--- src/logic/fmt_pkg.sv ---
// Operation
// - Keep a 16-bit decoder error count, read as low then high byte.
// - The clear-error control bit resets the error count to zero, or to the error number of a block reported in the same cycle.
// - Four output modes: gapped or gap-free, each parallel or serial.
// - Gap-free mode spreads idle time evenly, words at a uniform rate.
// - Frame-start output is low with the first byte of each frame.
// - Gap-free parallel: 188 bytes, one per clock, clock high half period.
// - Gap-free serial: 8 x 188 bits, one clock period per bit.
// - Gapped parallel: each output clock is a short strobe of 10 ns, 8 ns rounded up to whole 5 ns clocks.
// - Gapped parallel: 188 bytes, then data and clock idle until next frame.
// - Gapped serial: exactly 8 x 188 clocks and bits per frame start.
// - Gap-bypass bit 0 selects gap-free timing; bit 1 selects gapped timing.
// - Serial-select bit 1 gives bit-serial data, otherwise parallel bytes.
package fmt_pkg;
   localparam logic [7:0] OFF_CODE_CFG = 8'h70;
   localparam logic [7:0] OFF_RATE = 8'h71;
   localparam logic [7:0] OFF_ERR_LO = 8'h72;
   localparam logic [7:0] OFF_ERR_HI = 8'h73;
   localparam logic [7:0] OFF_ERR_CLR = 8'h74;
   localparam logic [7:0] OFF_MODE = 8'h75;
   localparam logic [7:0] OFF_IRQ_STAT = 8'h76;
   localparam logic [7:0] OFF_IRQ_CLR = 8'h77;
   localparam logic [7:0] OFF_IRQ_EN = 8'h78;

   localparam int MODE_SERIAL_BIT = 0;
   localparam int MODE_BYPASS_BIT = 1;
   localparam int ERR_CLR_BIT = 0;
   localparam int IRQ_FRAME_BIT = 0;
   localparam int IRQ_ERR_BIT = 1;
   localparam int IRQ_STALL_BIT = 2;

   localparam logic [7:0] CODE_CFG_RST = 8'h00;
   localparam logic [4:0] RATE_RST = 5'h10;
   localparam logic [1:0] MODE_RST = 2'h0;
   localparam logic [2:0] IRQ_EN_RST = 3'h0;

   localparam int CLK_NS = 5;
   localparam int STROBE_NS = 8;
   localparam logic [4:0] STROBE_CYC = 5'((STROBE_NS + CLK_NS - 1) / CLK_NS);
   localparam logic [4:0] GAP_SLOT_CYC = 5'(2 * STROBE_CYC);
   localparam logic [4:0] MIN_PERIOD = 5'h02;

   localparam int FRAME_BYTES = 188;
   localparam logic [7:0] FRAME_LAST = 8'(FRAME_BYTES - 1);
   localparam logic [2:0] BITS_LAST = 3'h7;
   localparam logic [10:0] PAR_FRAME_CLKS = 11'(FRAME_BYTES);
   localparam logic [10:0] SER_FRAME_CLKS = 11'(8 * FRAME_BYTES);

   typedef struct packed {
      logic [7:0] addr;
      logic [7:0] wdata;
      logic wr;
      logic rd;
   } reg_req_t;

   typedef struct packed {
      logic [7:0] data;
      logic clk;
      logic sync_n;
   } ts_out_t;

   typedef enum logic [1:0] {ST_IDLE, ST_SEND, ST_STALL} state_t;
endpackage

--- src/logic/slot_timer.sv ---
module slot_timer (
   // clock and reset
   input wire logic clk_in,
   input wire logic nrst_in,
   // slot control
   input wire logic run_in,
   input wire logic [4:0] period_in,
   input wire logic [4:0] high_in,
   // slot state
   output logic slot_end_out,
   output logic clk_lvl_out
);
   logic [4:0] cnt;

   assign slot_end_out = run_in && (cnt == period_in - 5'h01);
   assign clk_lvl_out = run_in && (cnt < high_in);

   // held at zero while stopped, so a restart always begins a full slot
   always_ff @(posedge clk_in or negedge nrst_in) begin
      if (!nrst_in) begin
         cnt <= 5'h00;
      end else if (!run_in || slot_end_out) begin
         cnt <= 5'h00;
      end else begin
         cnt <= cnt + 5'h01;
      end
   end
endmodule

--- src/logic/err_counter.sv ---
module err_counter (
   // clock and reset
   input wire logic clk_in,
   input wire logic nrst_in,
   // control and events
   input wire logic clear_in,
   input wire logic add_valid_in,
   input wire logic [7:0] add_in,
   // count
   output logic [15:0] count_out
);
   logic [15:0] base;
   logic [16:0] sum;

   // clear and add together: the new block is kept, not lost
   assign base = clear_in ? 16'h0000 : count_out;
   assign sum = {1'b0, base} + {9'h000, add_in};

   always_ff @(posedge clk_in or negedge nrst_in) begin
      if (!nrst_in) begin
         count_out <= 16'h0000;
      end else if (add_valid_in) begin
         // saturate rather than wrap, a wrapped count reads as healthy
         count_out <= sum[16] ? 16'hffff : sum[15:0];
      end else if (clear_in) begin
         count_out <= 16'h0000;
      end
   end
endmodule

--- src/logic/qam_output_formatter.sv ---
// Implementation choice: the strobed register port.
module qam_output_formatter (
   // clock and reset
   input wire logic clk_in,
   input wire logic nrst_in,
   // register port
   input wire fmt_pkg::reg_req_t reg_req_in,
   output logic [7:0] reg_rdata_out,
   // decoded frame stream
   input wire logic [7:0] rx_data_in,
   input wire logic rx_valid_in,
   input wire logic rx_sof_in,
   output logic rx_ready_out,
   // decoder block error report
   input wire logic blk_err_valid_in,
   input wire logic [7:0] blk_err_num_in,
   // transport output and interrupt
   output fmt_pkg::ts_out_t ts_out,
   output logic irq_out
);
   logic [7:0] code_cfg;
   logic [4:0] rate;
   logic [1:0] mode;
   logic [2:0] irq_en;
   logic [2:0] irq_stat;
   logic [15:0] err_count;
   fmt_pkg::state_t state;
   fmt_pkg::state_t next_state;
   logic [7:0] shreg;
   logic [7:0] bytes_left;
   logic [2:0] bits_left;
   logic sync_n_int;
   fmt_pkg::ts_out_t next_ts;
   fmt_pkg::ts_out_t ts_q_o;
   logic [7:0] rd_mux;
   logic slot_end;
   logic clk_lvl;

   // register decode
   wire [7:0] addr = reg_req_in.addr;
   wire [7:0] wdata = reg_req_in.wdata;
   wire wr_code = reg_req_in.wr && (addr == fmt_pkg::OFF_CODE_CFG);
   wire wr_rate = reg_req_in.wr && (addr == fmt_pkg::OFF_RATE);
   wire wr_clr = reg_req_in.wr && (addr == fmt_pkg::OFF_ERR_CLR);
   wire wr_mode = reg_req_in.wr && (addr == fmt_pkg::OFF_MODE);
   wire wr_iclr = reg_req_in.wr && (addr == fmt_pkg::OFF_IRQ_CLR);
   wire wr_ien = reg_req_in.wr && (addr == fmt_pkg::OFF_IRQ_EN);
   wire err_clear = wr_clr && wdata[fmt_pkg::ERR_CLR_BIT];

   // mode decode
   wire serial = mode[fmt_pkg::MODE_SERIAL_BIT];
   wire bypass = mode[fmt_pkg::MODE_BYPASS_BIT];

   // slot timing; a rate below two cannot make a half-period clock
   wire [4:0] rate_period =
      (rate < fmt_pkg::MIN_PERIOD) ? fmt_pkg::MIN_PERIOD : rate;
   wire [4:0] slot_period =
      bypass ? fmt_pkg::GAP_SLOT_CYC : rate_period;
   wire [4:0] slot_high =
      bypass ? fmt_pkg::STROBE_CYC : (rate_period >> 1);

   // frame sequencing
   wire idle = (state == fmt_pkg::ST_IDLE);
   wire sending = (state == fmt_pkg::ST_SEND);
   wire stalled = (state == fmt_pkg::ST_STALL);
   wire last_bit = !serial || (bits_left == 3'h0);
   wire word_end = sending && slot_end && last_bit;
   wire need_byte = word_end && (bytes_left != 8'h00);
   wire frame_done = word_end && (bytes_left == 8'h00);
   wire shift_bit = sending && slot_end && !last_bit;
   wire take = rx_ready_out && rx_valid_in;
   wire start_frame = idle && take && rx_sof_in;
   wire load_next = take && !idle;
   wire load_word = start_frame || load_next;
   wire stall_enter = need_byte && !rx_valid_in;
   wire [2:0] irq_ev = {stall_enter,
                        blk_err_valid_in && (blk_err_num_in != 8'h00),
                        frame_done};
   wire [2:0] irq_clr_mask = wr_iclr ? wdata[2:0] : 3'h0;

   // bytes without a frame start are dropped while idle
   assign rx_ready_out = idle || stalled || need_byte;
   assign irq_out = |(irq_stat & irq_en);
   assign ts_out = ts_q_o;

   slot_timer u_slot_timer (
      .clk_in(clk_in),
      .nrst_in(nrst_in),
      .run_in(sending),
      .period_in(slot_period),
      .high_in(slot_high),
      .slot_end_out(slot_end),
      .clk_lvl_out(clk_lvl)
   );

   err_counter u_err_counter (
      .clk_in(clk_in),
      .nrst_in(nrst_in),
      .clear_in(err_clear),
      .add_valid_in(blk_err_valid_in),
      .add_in(blk_err_num_in),
      .count_out(err_count)
   );

   always_comb begin
      next_state = state;
      case (state)
         fmt_pkg::ST_IDLE: begin
            if (start_frame) begin
               next_state = fmt_pkg::ST_SEND;
            end
         end
         fmt_pkg::ST_SEND: begin
            if (frame_done) begin
               next_state = fmt_pkg::ST_IDLE;
            end else if (stall_enter) begin
               next_state = fmt_pkg::ST_STALL;
            end
         end
         fmt_pkg::ST_STALL: begin
            if (take) begin
               next_state = fmt_pkg::ST_SEND;
            end
         end
         default: next_state = fmt_pkg::ST_IDLE;
      endcase
   end

   always_ff @(posedge clk_in or negedge nrst_in) begin
      if (!nrst_in) begin
         state <= fmt_pkg::ST_IDLE;
      end else begin
         state <= next_state;
      end
   end

   // word shifter and frame counters
   always_ff @(posedge clk_in or negedge nrst_in) begin
      if (!nrst_in) begin
         shreg <= 8'h00;
         bits_left <= 3'h0;
      end else if (load_word) begin
         shreg <= rx_data_in;
         bits_left <= serial ? fmt_pkg::BITS_LAST : 3'h0;
      end else if (shift_bit) begin
         shreg <= {shreg[6:0], 1'b0};
         bits_left <= bits_left - 3'h1;
      end
   end

   always_ff @(posedge clk_in or negedge nrst_in) begin
      if (!nrst_in) begin
         bytes_left <= 8'h00;
         sync_n_int <= 1'b1;
      end else if (start_frame) begin
         bytes_left <= fmt_pkg::FRAME_LAST;
         sync_n_int <= 1'b0;
      end else if (load_next || frame_done) begin
         bytes_left <= bytes_left - {7'h00, load_next};
         sync_n_int <= 1'b1;
      end
   end

   // outputs trail the shifter by one cycle, so data and clock change on the same edge
   always_comb begin
      next_ts.data = 8'h00;
      if (!idle) begin
         next_ts.data = serial ? {7'h00, shreg[7]} : shreg;
      end
      next_ts.clk = clk_lvl;
      next_ts.sync_n = sync_n_int;
   end

   always_ff @(posedge clk_in or negedge nrst_in) begin
      if (!nrst_in) begin
         ts_q_o <= '{data: 8'h00, clk: 1'b0, sync_n: 1'b1};
      end else begin
         ts_q_o <= next_ts;
      end
   end

   // software registers
   always_ff @(posedge clk_in or negedge nrst_in) begin
      if (!nrst_in) begin
         code_cfg <= fmt_pkg::CODE_CFG_RST;
         rate <= fmt_pkg::RATE_RST;
         mode <= fmt_pkg::MODE_RST;
         irq_en <= fmt_pkg::IRQ_EN_RST;
      end else begin
         if (wr_code) begin
            code_cfg <= wdata;
         end
         if (wr_rate) begin
            rate <= wdata[4:0];
         end
         if (wr_mode) begin
            mode <= wdata[1:0];
         end
         if (wr_ien) begin
            irq_en <= wdata[2:0];
         end
      end
   end

   // a new event beats a clear in the same cycle
   always_ff @(posedge clk_in or negedge nrst_in) begin
      if (!nrst_in) begin
         irq_stat <= 3'h0;
      end else begin
         irq_stat <= (irq_stat & ~irq_clr_mask) | irq_ev;
      end
   end

   always_comb begin
      rd_mux = 8'h00;
      if (addr == fmt_pkg::OFF_CODE_CFG) begin
         rd_mux = code_cfg;
      end else if (addr == fmt_pkg::OFF_RATE) begin
         rd_mux = {3'h0, rate};
      end else if (addr == fmt_pkg::OFF_ERR_LO) begin
         rd_mux = err_count[7:0];
      end else if (addr == fmt_pkg::OFF_ERR_HI) begin
         rd_mux = err_count[15:8];
      end else if (addr == fmt_pkg::OFF_MODE) begin
         rd_mux = {6'h00, mode};
      end else if (addr == fmt_pkg::OFF_IRQ_STAT) begin
         rd_mux = {5'h00, irq_stat};
      end else if (addr == fmt_pkg::OFF_IRQ_EN) begin
         rd_mux = {5'h00, irq_en};
      end
   end

   always_ff @(posedge clk_in or negedge nrst_in) begin
      if (!nrst_in) begin
         reg_rdata_out <= 8'h00;
      end else begin
         reg_rdata_out <= reg_req_in.rd ? rd_mux : 8'h00;
      end
   end

   // checking helpers: clock edges, spacing and per-frame pulse count
   logic clk_prev;
   logic steady;
   logic [7:0] gap;
   logic [7:0] hi;
   logic [10:0] rises;
   wire rise = ts_q_o.clk && !clk_prev;
   wire fall = !ts_q_o.clk && clk_prev;
   wire [10:0] frame_clks =
      serial ? fmt_pkg::SER_FRAME_CLKS : fmt_pkg::PAR_FRAME_CLKS;

   always_ff @(posedge clk_in or negedge nrst_in) begin
      if (!nrst_in) begin
         clk_prev <= 1'b0;
         steady <= 1'b0;
         gap <= 8'h00;
         hi <= 8'h00;
         rises <= 11'h000;
      end else begin
         clk_prev <= ts_q_o.clk;
         steady <= rise ? 1'b1 : (sending ? steady : 1'b0);
         gap <= rise ? 8'h01 : gap + 8'h01;
         hi <= ts_q_o.clk ? hi + 8'h01 : 8'h00;
         rises <= start_frame ? 11'h000 : rises + {10'h000, rise};
      end
   end
endmodule

--- config.mk ---
export PLATFORM = sky130hd
export DESIGN_NAME = qam_output_formatter
export DESIGN_NICKNAME = d
export VERILOG_FILES = /design/src/logic/fmt_pkg.sv /design/src/logic/slot_timer.sv /design/src/logic/err_counter.sv /design/src/logic/qam_output_formatter.sv
export SDC_FILE = /design/constraint.sdc
export NUM_CORES = 1
export LEC_CHECK = 0
export BUFFER_PORTS_ARGS = -buffer_cell sky130_fd_sc_hd__buf_2
export CORE_ASPECT_RATIO = 1.5
export CORE_MARGIN = 5
export CORE_UTILIZATION = 30
export CTS_CLUSTER_DIAMETER = 200
export DETAILED_ROUTE_END_ITERATION = 8
export SETUP_SLACK_MARGIN = 0.15
export SLEW_MARGIN = 40
export SYNTH_ARGS = -nofsm -noshare
export SYNTH_HDL_FRONTEND = slang
export SYNTH_SLANG_ARGS = --single-unit
--- constraint.sdc ---
create_clock -name clk_in -period 5.7 [get_ports clk_in]
set_input_delay 0.855 -clock clk_in [delete_from_list [all_inputs] [get_ports clk_in]]
set_output_delay 0.855 -clock clk_in [all_outputs]
set_load 0.01 [all_outputs]
# Yosys cells after proc, flatten, opt, wreduce, memory -nomap -nowiden

Cells that the tools add are included.

Add/sub/neg operators: 5
Multipliers: 0
Divide/modulo/power cells: 0
Magnitude comparators: 2
Equal/unequal tests: 15
Shifts and indexed selects: 0
Mux-type cells: 32
Bitwise logic cells: 4
Reductions and logical operators: 40

Operators by type and width:

| kind                                                                     | number |
|---|---|
| 8-bit 2-to-1 mux                                                         | 11 |
| 8-bit by 7-bit == test with 1-bit output (second input constant)         | 9 |
| 16-bit 2-to-1 mux                                                        | 3 |
| 3-bit 2-to-1 mux                                                         | 7 |
| 1-bit logical AND                                                        | 20 |
| 16-bit by 8-bit adder with 17-bit output                                 | 1 |
| 8-bit nonzero test                                                       | 2 |
| 5-bit 2-to-1 mux                                                         | 3 |
| 8-bit zero test                                                          | 1 |
| 2-bit 2-to-1 mux                                                         | 4 |
| 8-bit by 1-bit subtractor with 8-bit output                              | 1 |
| 3-bit bitwise AND                                                        | 2 |
| 1-bit logical OR                                                         | 6 |
| 2-bit one-hot mux with 3 select lines                                    | 1 |
| 5-bit by 1-bit adder with 5-bit output (second input constant)           | 1 |
| 5-bit == test                                                            | 1 |
| 1-bit zero test                                                          | 5 |
| 5-bit by 2-bit < comparator with 1-bit output (second input constant)    | 1 |
| 5-bit by 4-bit < comparator with 1-bit output                            | 1 |
| 5-bit by 1-bit subtractor with 5-bit output (second input constant)      | 1 |
| 4-bit 2-to-1 mux                                                         | 1 |
| 2-bit by 1-bit inequality test with 1-bit output (second input constant) | 2 |
| 2-bit nonzero test                                                       | 2 |
| 3-bit zero test                                                          | 1 |
| other kinds (10)                                                         | 11 |

Bits in registers: 82
Latch bits: 0
Bits in writable memories: 0
Bits in read-only memories: 0
Input port bits: 39
Output and inout port bits: 20
Logic and storage cells: 114
Memories: 0

# Logic depth before layout (Yosys ltp)

Gate-level depths: netlist (run 1).

Depth after elaboration: 15
Depth in mapped cells: 17
Depth with buffers taken out: 16

# Hierarchy

From an unflattened synthesis (run 1), not the netlist that was laid out.

Cells, all modules: 464
Area, all modules: 4,813.4 µm²

Modules (own cells, without submodules):

| module               | times used | cells an instance | area each (µm²) |
|---|---|---|---|
| qam_output_formatter | 1          | 298               | 3,198.1 |
| err_counter          | 1          | 113               | 1,144.8 |
| slot_timer           | 1          | 53                | 470.5 |

# Least setup slack after synthesis (run 1)

Ideal clock, no wire load.

Path kind: input -> register
Start: input port reg_req_in[17] in the netlist's numbering
End: register u_err_counter.count_out[15]
Data arrival time: 3,784 ps
Data required time: 5,567 ps
Path slack: 1,783 ps
Stages: 16
Path buffers: 2
Cell sequence: nand4b_4 -> or3b_1 -> buf_6 -> or3_1 -> buf_6 -> and2_2 -> ha_1 -> inv_1 -> fa_1 -> nor2b_1 -> o21ai_0 -> a21boi_0 -> o221a_2 -> o21ai_0 -> and3_1 -> nor3_1

Cells in the longest elaborated chain, start to end: 7

Ends and longest elaborated chain:

| element                                    | line                       | text |
|---|---|---|
| start: declaration                         | qam_output_formatter.sv:7  | `input wire fmt_pkg::reg_req_t reg_req_in,` |
| 8-bit by 7-bit == test with 1-bit output * | qam_output_formatter.sv:44 | `wire wr_clr = reg_req_in.wr && (addr == fmt_pkg::OFF_ERR_CLR);` |
| 1-bit logical AND *                        | qam_output_formatter.sv:44 |  |
| 1-bit logical AND *                        | qam_output_formatter.sv:48 | `wire err_clear = wr_clr && wdata[fmt_pkg::ERR_CLR_BIT];` |
| 16-bit 2-to-1 mux *                        | -                          |  |
| 16-bit by 8-bit adder with 17-bit output   | err_counter.sv:17          | `assign sum = {1'b0, base} + {9'h000, add_in};` |
| 16-bit 2-to-1 mux                          | err_counter.sv:24          | `count_out <= sum[16] ? 16'hffff : sum[15:0];` |
| 16-bit 2-to-1 mux *                        | err_counter.sv:22          | `end else if (add_valid_in) begin` |
| end signal: assignment                     | err_counter.sv:24          |  |
| end: declaration                           | err_counter.sv:10          | `output logic [15:0] count_out` |

Mark *: on every way between the ends. The rest lies on a longest branch, timed or not.
A chain may end at the register's enable or synchronous reset.

# Final worst setup path (run 1)

Ends and elaborated chain as after synthesis.

==> results.md, run 1 <==
* Status: completed
* Tightest Pin Transition at 701.5 ps
* Bufs on Longest Clock Path at 2
* CTS buffer count at 9
* Critical Path RT at 5920 ps
* CTS tree: done
* Syn. warnings at 0
* Post-route clock period utilization at a little under three quarters
* Max Cap Viol at 0
* Largest net degree at the start of global routing at 83
* Syn Area/Cell at 10.48 sq um
* Final worst slack at 1637 ps
* Post-Syn Area at about 0.0045 sq mm
* Fin Setup TNS at 0 ps
* P_int at 1.425 mW
* Post_cts resized at 0
* I/O Buffers at 58
* Pins Over Slew Limit at 0
* Worst hold-check path type: reg -> reg
* First-pass GRT wire length at roughly 17 mm
* Pwr/cell area at 415.0 mW/mm^2
* Gate power share at 33.2%
* Initial Utilization at 30.67%
* Worst Setup SP: reg_req_in[17]
* Hold Startpoint: sync_n_int
* GRT Util Overall at 12.52%
* Minimum clock period at 4063 ps
* Number of synthesized register bits at 82
* GRT overflow at 0
* Clock sink count at 82
* Hold buffer count at cts at 0
* R2R Setup Slk at 1860 ps
* DR vias at 3403
* I/O Pins at 59
* Final Hold Fails at 0
* DRC viols at 0
* Storage element area at 0.002056 sq mm
* Max IR drop VDD at ~170 uV
* Switching share of power at approximately a third
* CP Data Arrival Time at 4290 ps
* Power, Total at about 2.2 mW
* DRT Pass-1 Iters at 4
* Pre-CTS setup slack at between 1000 and 1500 ps
* Post-layout util at 36.09%
* H-tree Lvls at 3
* Kind of start point of the critical path: input pin
* Area contributors post-synth: dfrtp_1, mux2_2, ha_1
* Psw at around 0.76 mW
* Die X at 109.7 microns
* Hpwl dp at 8.068 mm
* Sequential area share after synthesis at 45.93%
* Routability-driven placement congestion ratio at 0.8345
* Nets at 541
* Share of layout cells above drive strength 1 at 24.34%
* Setup CP Type: in -> reg
* Die height at approximately 160 microns
* Async S/R FF share, synth at 100.0%
* Syn nets at ~480
* Post-synth EDFFs at 0
* DR WL/cell at 15.31 microns
* Post-Layout Cell Count at around 690
* Fmax achieved at approximately 0.25 GHz
* Setup Buffers After CTS at 0
* RSZ-0062 raised after global routing: no
* Layout area overhead at 17.70%
* First DRT Iteration DRCs at 187
* Synth Instances at 427
* Synth unique cells at 62
* Vias in the first global route at 3563
* ANT nets after route at 0
* Slew Limit Headroom at 52.80%
* Initial antenna violation count at 3
* Setup violations, final at 0
* Clock power frac at 27.3%
* Flop pwr share at 39.5%
* Full die area at about 0.018 sq mm
* Clk Latency, worst-skew pair at 350 ps
* Rows at 54
* CP Max Fanout at 9
* Area leader, netlist: dfrtp_1
* Crit end category: flop
* Vias per cell at around 5
* Diode count at 0
* Placeable Area at 0.01459 sq mm
* FF-to-FF Start: rate[3]
* Ys flop type: dfrtp_1
* DRT Wirelength at about 10 mm
* Dpl cells at 669
* Layout Skew at 9.753 ps
* Leakage at 2.416 nW
* Clk slew on worst S/H paths at about 70 ps
* CTS root buffer: clkbuf_16
* Top-area cell type share of the netlist area at 44.17%
* Area of the multi-input gates at 0.002298 sq mm
* Fillers at 1511
[layout make-up]
cell class	count	share of cell area (%)
Clock inverter	7	1.591
Timing Repair Buffer	58	5.677
Sequential cell	82	39.03
Clock buffer	9	4.276
Multi-Input combinational cell	317	43.63
Tap cell	196	4.656
Inverter	16	1.140
[worst paths after layout]
kind / endpoint / cells after the start
max in group asynchronous: shreg[2] / 1
max reg2reg: bytes_left[7] / 16
min in group asynchronous: bytes_left[5] / 1
min reg2reg: ts_out[0] / 0
min: ts_out[0] / 0
max: u_err_counter.count_out[15] / 15
[cells in the mapped netlist, types with 12 or more instances]
cell     number
nor2_1       34
nand2_1      33
nand3_1      12
xnor2_1      13
o21ai_0      22
inv_1        16
mux2_2       24
ha_1         17
nor3_1       12
and2_1       13
dfrtp_1      79
[layer usage]
metal	routed length, microns	GRT usage (%)	vias to the layer above
met5	34	0	-
met4	177	4.084	6
met1	4127	14.21	1659
li1	-	-	1657
met2	5584	22.60	66
met3	564	2.880	15
[stage by stage]
| stage | instance area, sq um | hold WS [ps] |
|---|---|---|
| floorplan | 4476 | 354.1 |
| global placement | 4946 | 356.9 |
| detailed placement | 4950 | 364.9 |
| CTS | 5259 | 366.7 |
| global route | 5268 | 373.6 |
| finish | 5268 | 368.2 |
[state kept, by name, summed over array words and instances (netlist names)]
signal	cells
sync_n_int	1
u_slot_timer.cnt	5
shreg	8
irq_en	3
u_err_counter.count_out	16
ts_out	10
bytes_left	8
bits_left	3
irq_stat	3
rate	5
state	2
reg_rdata_out	8
mode	2
code_cfg	8
[power groups by stage]
stage	clock [mW]	combinational [mW]	sequential, mW
after floorplan	0	0.532	0.853
after global placement	0	0.708	0.868
after detailed placement	0	0.728	0.874
after CTS	0.612	0.733	0.865
after global routing	0.630	0.820	0.889
final	0.597	0.725	0.864
[cell usage in the layout, fill, tap and decap left out, types with 3 or more instances in the layout]
cell type / count
a221oi_1: 4
a311oi_1: 3
mux2i_1: 6
a31oi_1: 6
o21a_1: 4
and3_1: 4
xnor2_1: 13
nor4_1: 6
clkbuf_16: 9
mux4_2: 3
a21o_1: 9
a21oi_1: 8
and2_1: 13
inv_1: 16
and2_2: 6
nand2_1: 33
nor3_1: 12
dfrtp_1: 79
buf_2: 57
or3_1: 3
nand3_1: 12
nor2_1: 34
a2bb2oi_1: 7
nor2b_1: 9
xor2_1: 6
o21ai_0: 22
a22o_1: 8
nand2b_1: 7
dfstp_2: 3
ha_1: 17
mux2_2: 24
a22oi_1: 6
[cell families (layout without fill, tap and decap cells)]
| group | after synthesis | count (layout) | share of synthesized area [%] |
|---|---|---|---|
| flops | 82 | 82 | 45.93 |
| simple gates | 154 | 154 | 18.54 |
| xor+xnor | 19 | 19 | 3.718 |
| mux | 33 | 33 | 8.890 |
| fa+ha+maj | 18 | 18 | 5.200 |
| compound gates | 93 | 93 | 14.87 |
| buf+inv | 28 | 90 | 2.851 |
[worst max-delay path, stage by stage]
cell,delay [ps]
buf_2,90
nand4b_4,180
or3b_1,530
or3_1,510
and2_2,260
ha_1,200
inv_1,70
fa_1,170
nor2b_1,50
o21ai_0,200
a21boi_0,160
o221a_2,290
o21ai_0,410
and3_1,250
nor3_1,50
(Power assumes the default switching activity.)
==> run 2, diff against run 1 <==
Clock period 5.7 ns to 4.2 ns, I/O delays scaled along.
==> run 2 against run 1 <==
  * Count of clock-buffer cells in the layout is the same
  * Sequential share of layout area decreased by 0.12 points
  * Critical path depth rose by 1
  * Setup slack got worse by 1200 ps
  * Cell count increased by 0.88%
  * Register-to-register slack got worse by 1400 ps
  * Critical endpoint is now bytes_left[7]
  * Largest power group unchanged
==> results.md, run 2 (synthesis gave the netlist of run 1 again) <==
* Status: completed
* Clk slew on worst S/H paths at around 70 ps
* Full die area at 0.01751 sq mm
* CP Data Arrival Time at 3950 ps
* ANT nets after route at 0
* Initial antenna violation count at 4
* Rows at 54
* Crit end category: flop
* Slowest CP cell: dfrtp_1
* Fin Setup TNS at 0 ps
* GRT Util Overall at between 10% and 20%
* I/O Buffers at 58
* Die X at 109.7 microns
* I/O Pins at 59
* Max FFs per register at 16
* CTS buffer count at 9
* Layout area overhead at 18.06%
* CP peak stage delay at roughly 450 ps
* Most common cell after layout, fill and taps aside: dfrtp_1
* DR vias at 3463
* Worst path cell trace: nor4_1 > nor3b_2 > inv_1 > ha_1 > nor3b_1 > mux2i_1 > xnor2_1 > and2_1 > nand3_1 > o21ai_2 > ha_1 > nand2_1 > or4_1 > nor3_1 > nand2_1 > o22a_1
* Clk Latency, worst-skew pair at around 340 ps
* DRT Wirelength at 10.52 mm
* Fillers at 1474
* Die height at around 160 microns
* Placeable Area at 0.01459 sq mm
* CP Max Fanout at 7
* Biggest register: u_err_counter.count_out
* Nets at ~550
* Vias in the first global route at 3599
* Routability-driven placement congestion ratio at 0.8387
* Final Hold Fails at 0
* Worst hold-check path type: in -> async
* Setup Buffers After CTS at 0
* Setup violations, final at 0
* Post-route clock period utilization at between 80% and 90%
* Max Cap Viol at 0
* Critical Path RT at 4430 ps
* Fmax achieved at 0.2684 GHz
* CTS tree: done
* Power, Total at 2.933 mW
* H-tree Lvls at 3
* GRT overflow at 0
* DRT Pass-1 Iters at 4
* Max IR drop VDD at 273.6 uV
* Vias per cell at 5.012
* DRC viols at 0
* First DRT Iteration DRCs at 174
* Hpwl dp at 8.176 mm
* Most frequent cells in the layout: dfrtp_1, buf_2, nor2_1, nand2_1, mux2_2
* Initial Utilization at a little under a third
* Pins Over Slew Limit at 0
* Setup CP Type: reg -> reg
* RSZ-0062 raised after global routing: no
* Leakage at 2.427 nW
* Kind of start point of the critical path: flop
* Storage element area at 0.002056 sq mm
* Hold Slack at 327.7 ps
* First-pass GRT wire length at 17.44 mm
* Pwr/cell area at 555.1 mW/mm^2
* Tightest Pin Transition at between 700 and 800 ps
* CTS root buffer: clkbuf_16
* Layout Skew at 12.15 ps
* Clock sink count at 82
* Minimum clock period at 3726 ps
* R2R Setup Slk at 470 ps
* Largest net degree at the start of global routing at 83
* Slew Limit Headroom at 50.92%
* Area of the multi-input gates at 0.002296 sq mm
* DR WL/cell at 15.22 microns
* Bufs on Longest Clock Path at 2
* Share of layout cells above drive strength 1 at 25.15%
-- run 2: cell count changes in the layout (fill, tap and decap cells not counted), sizes merged --
cell,delta
clkinv,-1
buf,+4
inv,+2
bufinv,-1
diode,+2
-- run 2: per-layer routing --
metal  GRT usage (%)  routed length (microns)
met1           13.76                     4152
met2           22.10                     5532
met3           3.327                      558
met4           4.594                      234
met5               0                       37
-- run 2: where the power goes --
group | switching (mW) | internal (mW) | total [mW]
registers | 0.161 | 1.01 | 1.17
clock network | 0.354 | 0.418 | 0.772
logic | 0.530 | 0.463 | 0.993
total | 1.05 | 1.89 | 2.93
-- run 2: area by class of cell --
type	instances	area share, %
Tap cell	196	4.641
Clock inverter	7	1.279
Sequential cell	82	38.91
Multi-Input combinational cell	317	43.45
Clock buffer	9	4.262
Antenna cell	2	0.09472
Timing Repair Buffer	62	6.228
Inverter	16	1.137
-- run 2: what timing repair did --
item,in CTS,in global routing
endpoints found under the setup margin,0,2
gates resized for setup,0,2
hold buffers,0,0
-- run 2: path summary, 6_finish.rpt --
kind	start	end	depth (start not counted)
hold / removal	nrst_in	bytes_left[4]	1
min in group clk_in	sync_n_int	ts_out[0]	0
setup / recovery	rate[3]	bytes_left[7]	16
max in group asynchronous	nrst_in	code_cfg[4]	1
hold reg to reg	sync_n_int	ts_out[0]	0
setup reg to reg	rate[3]	bytes_left[7]	16
-- run 2: worst max-delay path, delay by kind of cell (launching register included) --
kind,cells,cell delay (ps)
and+or+nand+nor,9,1990
DFF,1,450
AOI/OAI and AO/OA,2,360
adders and majority gates,2,350
muxes,1,260
xor gates and xnor gates,1,160
buffers and inverters,1,70
-- run 2: metrics by stage --
stage               utilization [%]  cells  setup WS [ps]  area, sq um
detailed placement            34.12    673          314.2         4980
CTS                           36.13    689          291.6         5273
global placement              34.10    673          406.5         4976
finish                        36.21    691          474.3         5284
floorplan                         -    427          508.1         4476
global route                  36.19    690          196.4         5281
==> run 3, diff against run 2 <==
Settings changed: CORE_UTILIZATION 30 to 58, PLACE_DENSITY set to 0.8.
==> run 3 against run 2 <==
  * Maximum frequency about the same
  * Register-to-register slack is essentially flat
  * Combinational power is 0.9% lower
  * Routed wire length shrank 5.7%
  * Highest routed layer is now met4
==> results.md, run 3 (synthesis gave the netlist of run 1 again) <==
* Status: completed
* Worst Setup SP: rate[3]
* Layout area overhead at 15.12%
* Met1 global-route usage at roughly a quarter
* Worst path cell trace: nor4_1 > nor3b_2 > inv_1 > ha_1 > nor3b_1 > mux2i_1 > xnor2_1 > and2_1 > nand3_1 > o21ai_2 > ha_1 > nand2_1 > or4_1 > nor3_1 > nand2_1 > o22a_1
* Kind of start point of the critical path: flop
* Layout Skew at 5.724 ps
* CTS root buffer: clkbuf_16
* Post-Layout Cell Count at 594
* Pins Over Slew Limit at 0
* Biggest register: u_err_counter.count_out
* CP Data Arrival Time at 3950 ps
* Crit end category: flop
* Post_cts resized at 0
* Fin Setup TNS at 0 ps
* Clk Latency, worst-skew pair at roughly 340 ps
* Critical Path RT at around 4400 ps
* Hold Slack at ~330 ps
* GRT Util Overall at 22.24%
* Most common cell after layout, fill and taps aside: dfrtp_1
* Setup violations, final at 0
* Initial antenna violation count at 0
* Worst hold-check path type: in -> async
* Slowest CP cell: or4_1
* Leakage at 2.415 nW
* Bufs on Longest Clock Path at 2
* Hold buffer count at cts at 0
* Met2 Resource Use GR at about two fifths
* RSZ-0062 raised after global routing: no
* Diode count at 0
* Tightest Pin Transition at 728.5 ps
* Max FFs per register at 16
* H-tree Lvls at 3
* CP Max Fanout at 7
* Routability-driven placement congestion ratio at 0.8927
* Dpl cells at between 500 and 600
* Placeable Area at 0.007564 sq mm
* GR peak layer: met2
* First DRT Iteration DRCs at roughly 200
* Initial Utilization at 59.17%
* DRT Wirelength at 9.911 mm
* Max Cap Viol at 0
* CTS tree: done
* I/O Buffers at 58
* ANT nets after route at 0
* Placed Area at 0.004855 sq mm
* First-pass GRT wire length at 16.62 mm
* Fmax achieved at about 0.27 GHz
* I/O Pins at 59
* Die X at 81.73 microns
* DR WL/cell at around 17 microns
* DRT Pass-1 Iters at 4
* Post-route clock period utilization at 88.71%
* Hpwl dp at 7.326 mm
* Slew Limit Headroom at about half
* FF-to-FF Start: rate[3]
* Most frequent cells in the layout: dfrtp_1, buf_2, nor2_1, nand2_1, mux2_2
* Grt met3 use at ~5.0%
* Largest net degree at the start of global routing at 83
* CTS buffer count at 9
* CP peak stage delay at 460 ps
* Pwr/cell area at about 570 mW/mm^2
* Max IR drop VDD at 355.7 uV
* Die height at 117.6 microns
* Clock sink count at 82
* DRC viols at 0
* DR vias at around 3500
* Nets at 544
* Vias in the first global route at about 3600
* Setup Buffers After CTS at 0
* Rows at 39
* Share of layout cells above drive strength 1 at 24.80%
* Final Hold Fails at 0
* Full die area at 0.009610 sq mm
* Fillers at 596
* Clk slew on worst S/H paths at 60 ps
* Finished Cell Area at 0.005152 sq mm
* GRT overflow at 0
* Minimum clock period at roughly 3700 ps
* Setup CP Type: reg -> reg
* Vias per cell at 5.899
==> run 3: cell count changes in the layout (fill, tap and decap cells not counted), sizes merged <==
cell      change
diode         -2
inv           -5
bufinv        +1
clkinv        +1
clkinvlp      +1
clkbuf        +1
==> run 3: final timing paths <==
check                           endpoint  slack [ps]  cells after the start
min reg2reg                    ts_out[0]         370                      0
min in group clk_in            ts_out[0]         370                      0
max                        bytes_left[7]         470                     16
max reg2reg                bytes_left[7]         470                     16
min                        bytes_left[5]         330                      1
max in group asynchronous       shreg[2]        3370                      1
==> run 3: layout make-up <==
class / instances / area, sq um / share of cell area [%]
multi-input cells: 317 / 2302 / 44.68
flip-flops and latches: 82 / 2056 / 39.90
repair buffers: 61 / 319.1 / 6.192
clock buffers: 11 / 232.7 / 4.517
well taps: 102 / 127.6 / 2.477
inverters: 16 / 60.06 / 1.166
clock inverters: 5 / 55.05 / 1.068
==> run 3: worst max-delay path: cells and delay by family (launching register included) <==
family / cells / cell delay (ps)
DFF: 1 / 450
and+or+nand+nor: 9 / 1920
buffers and inverters: 1 / 70
xor gates and xnor gates: 1 / 160
muxes: 1 / 270
AOI/OAI and AO/OA: 2 / 390
adders and majority gates: 2 / 350
==> run 3: metrics by stage <==
stage	setup slack [ps]	utilization, %	total power, mW
after detailed placement	170.6	64.19	2.160
after global routing	185.0	68.12	3.107
after CTS	368.9	67.99	2.933
after global placement	293.9	64.14	2.113
after floorplan	508.1	-	1.880
final	474.2	68.12	2.915
==> run 3: routing by layer <==
metal,vias to the layer above,wire [microns]
li1,1668,-
met1,1715,3660
met2,89,5381
met3,32,457
met4,0,412
met5,-,0
==> run 3: power by group <==
group | leakage, nW | switching (mW) | internal (mW)
Combinational | 1.24 | 0.525 | 0.458
Clock | 0.136 | 0.305 | 0.458
Sequential | 1.04 | 0.161 | 1.01
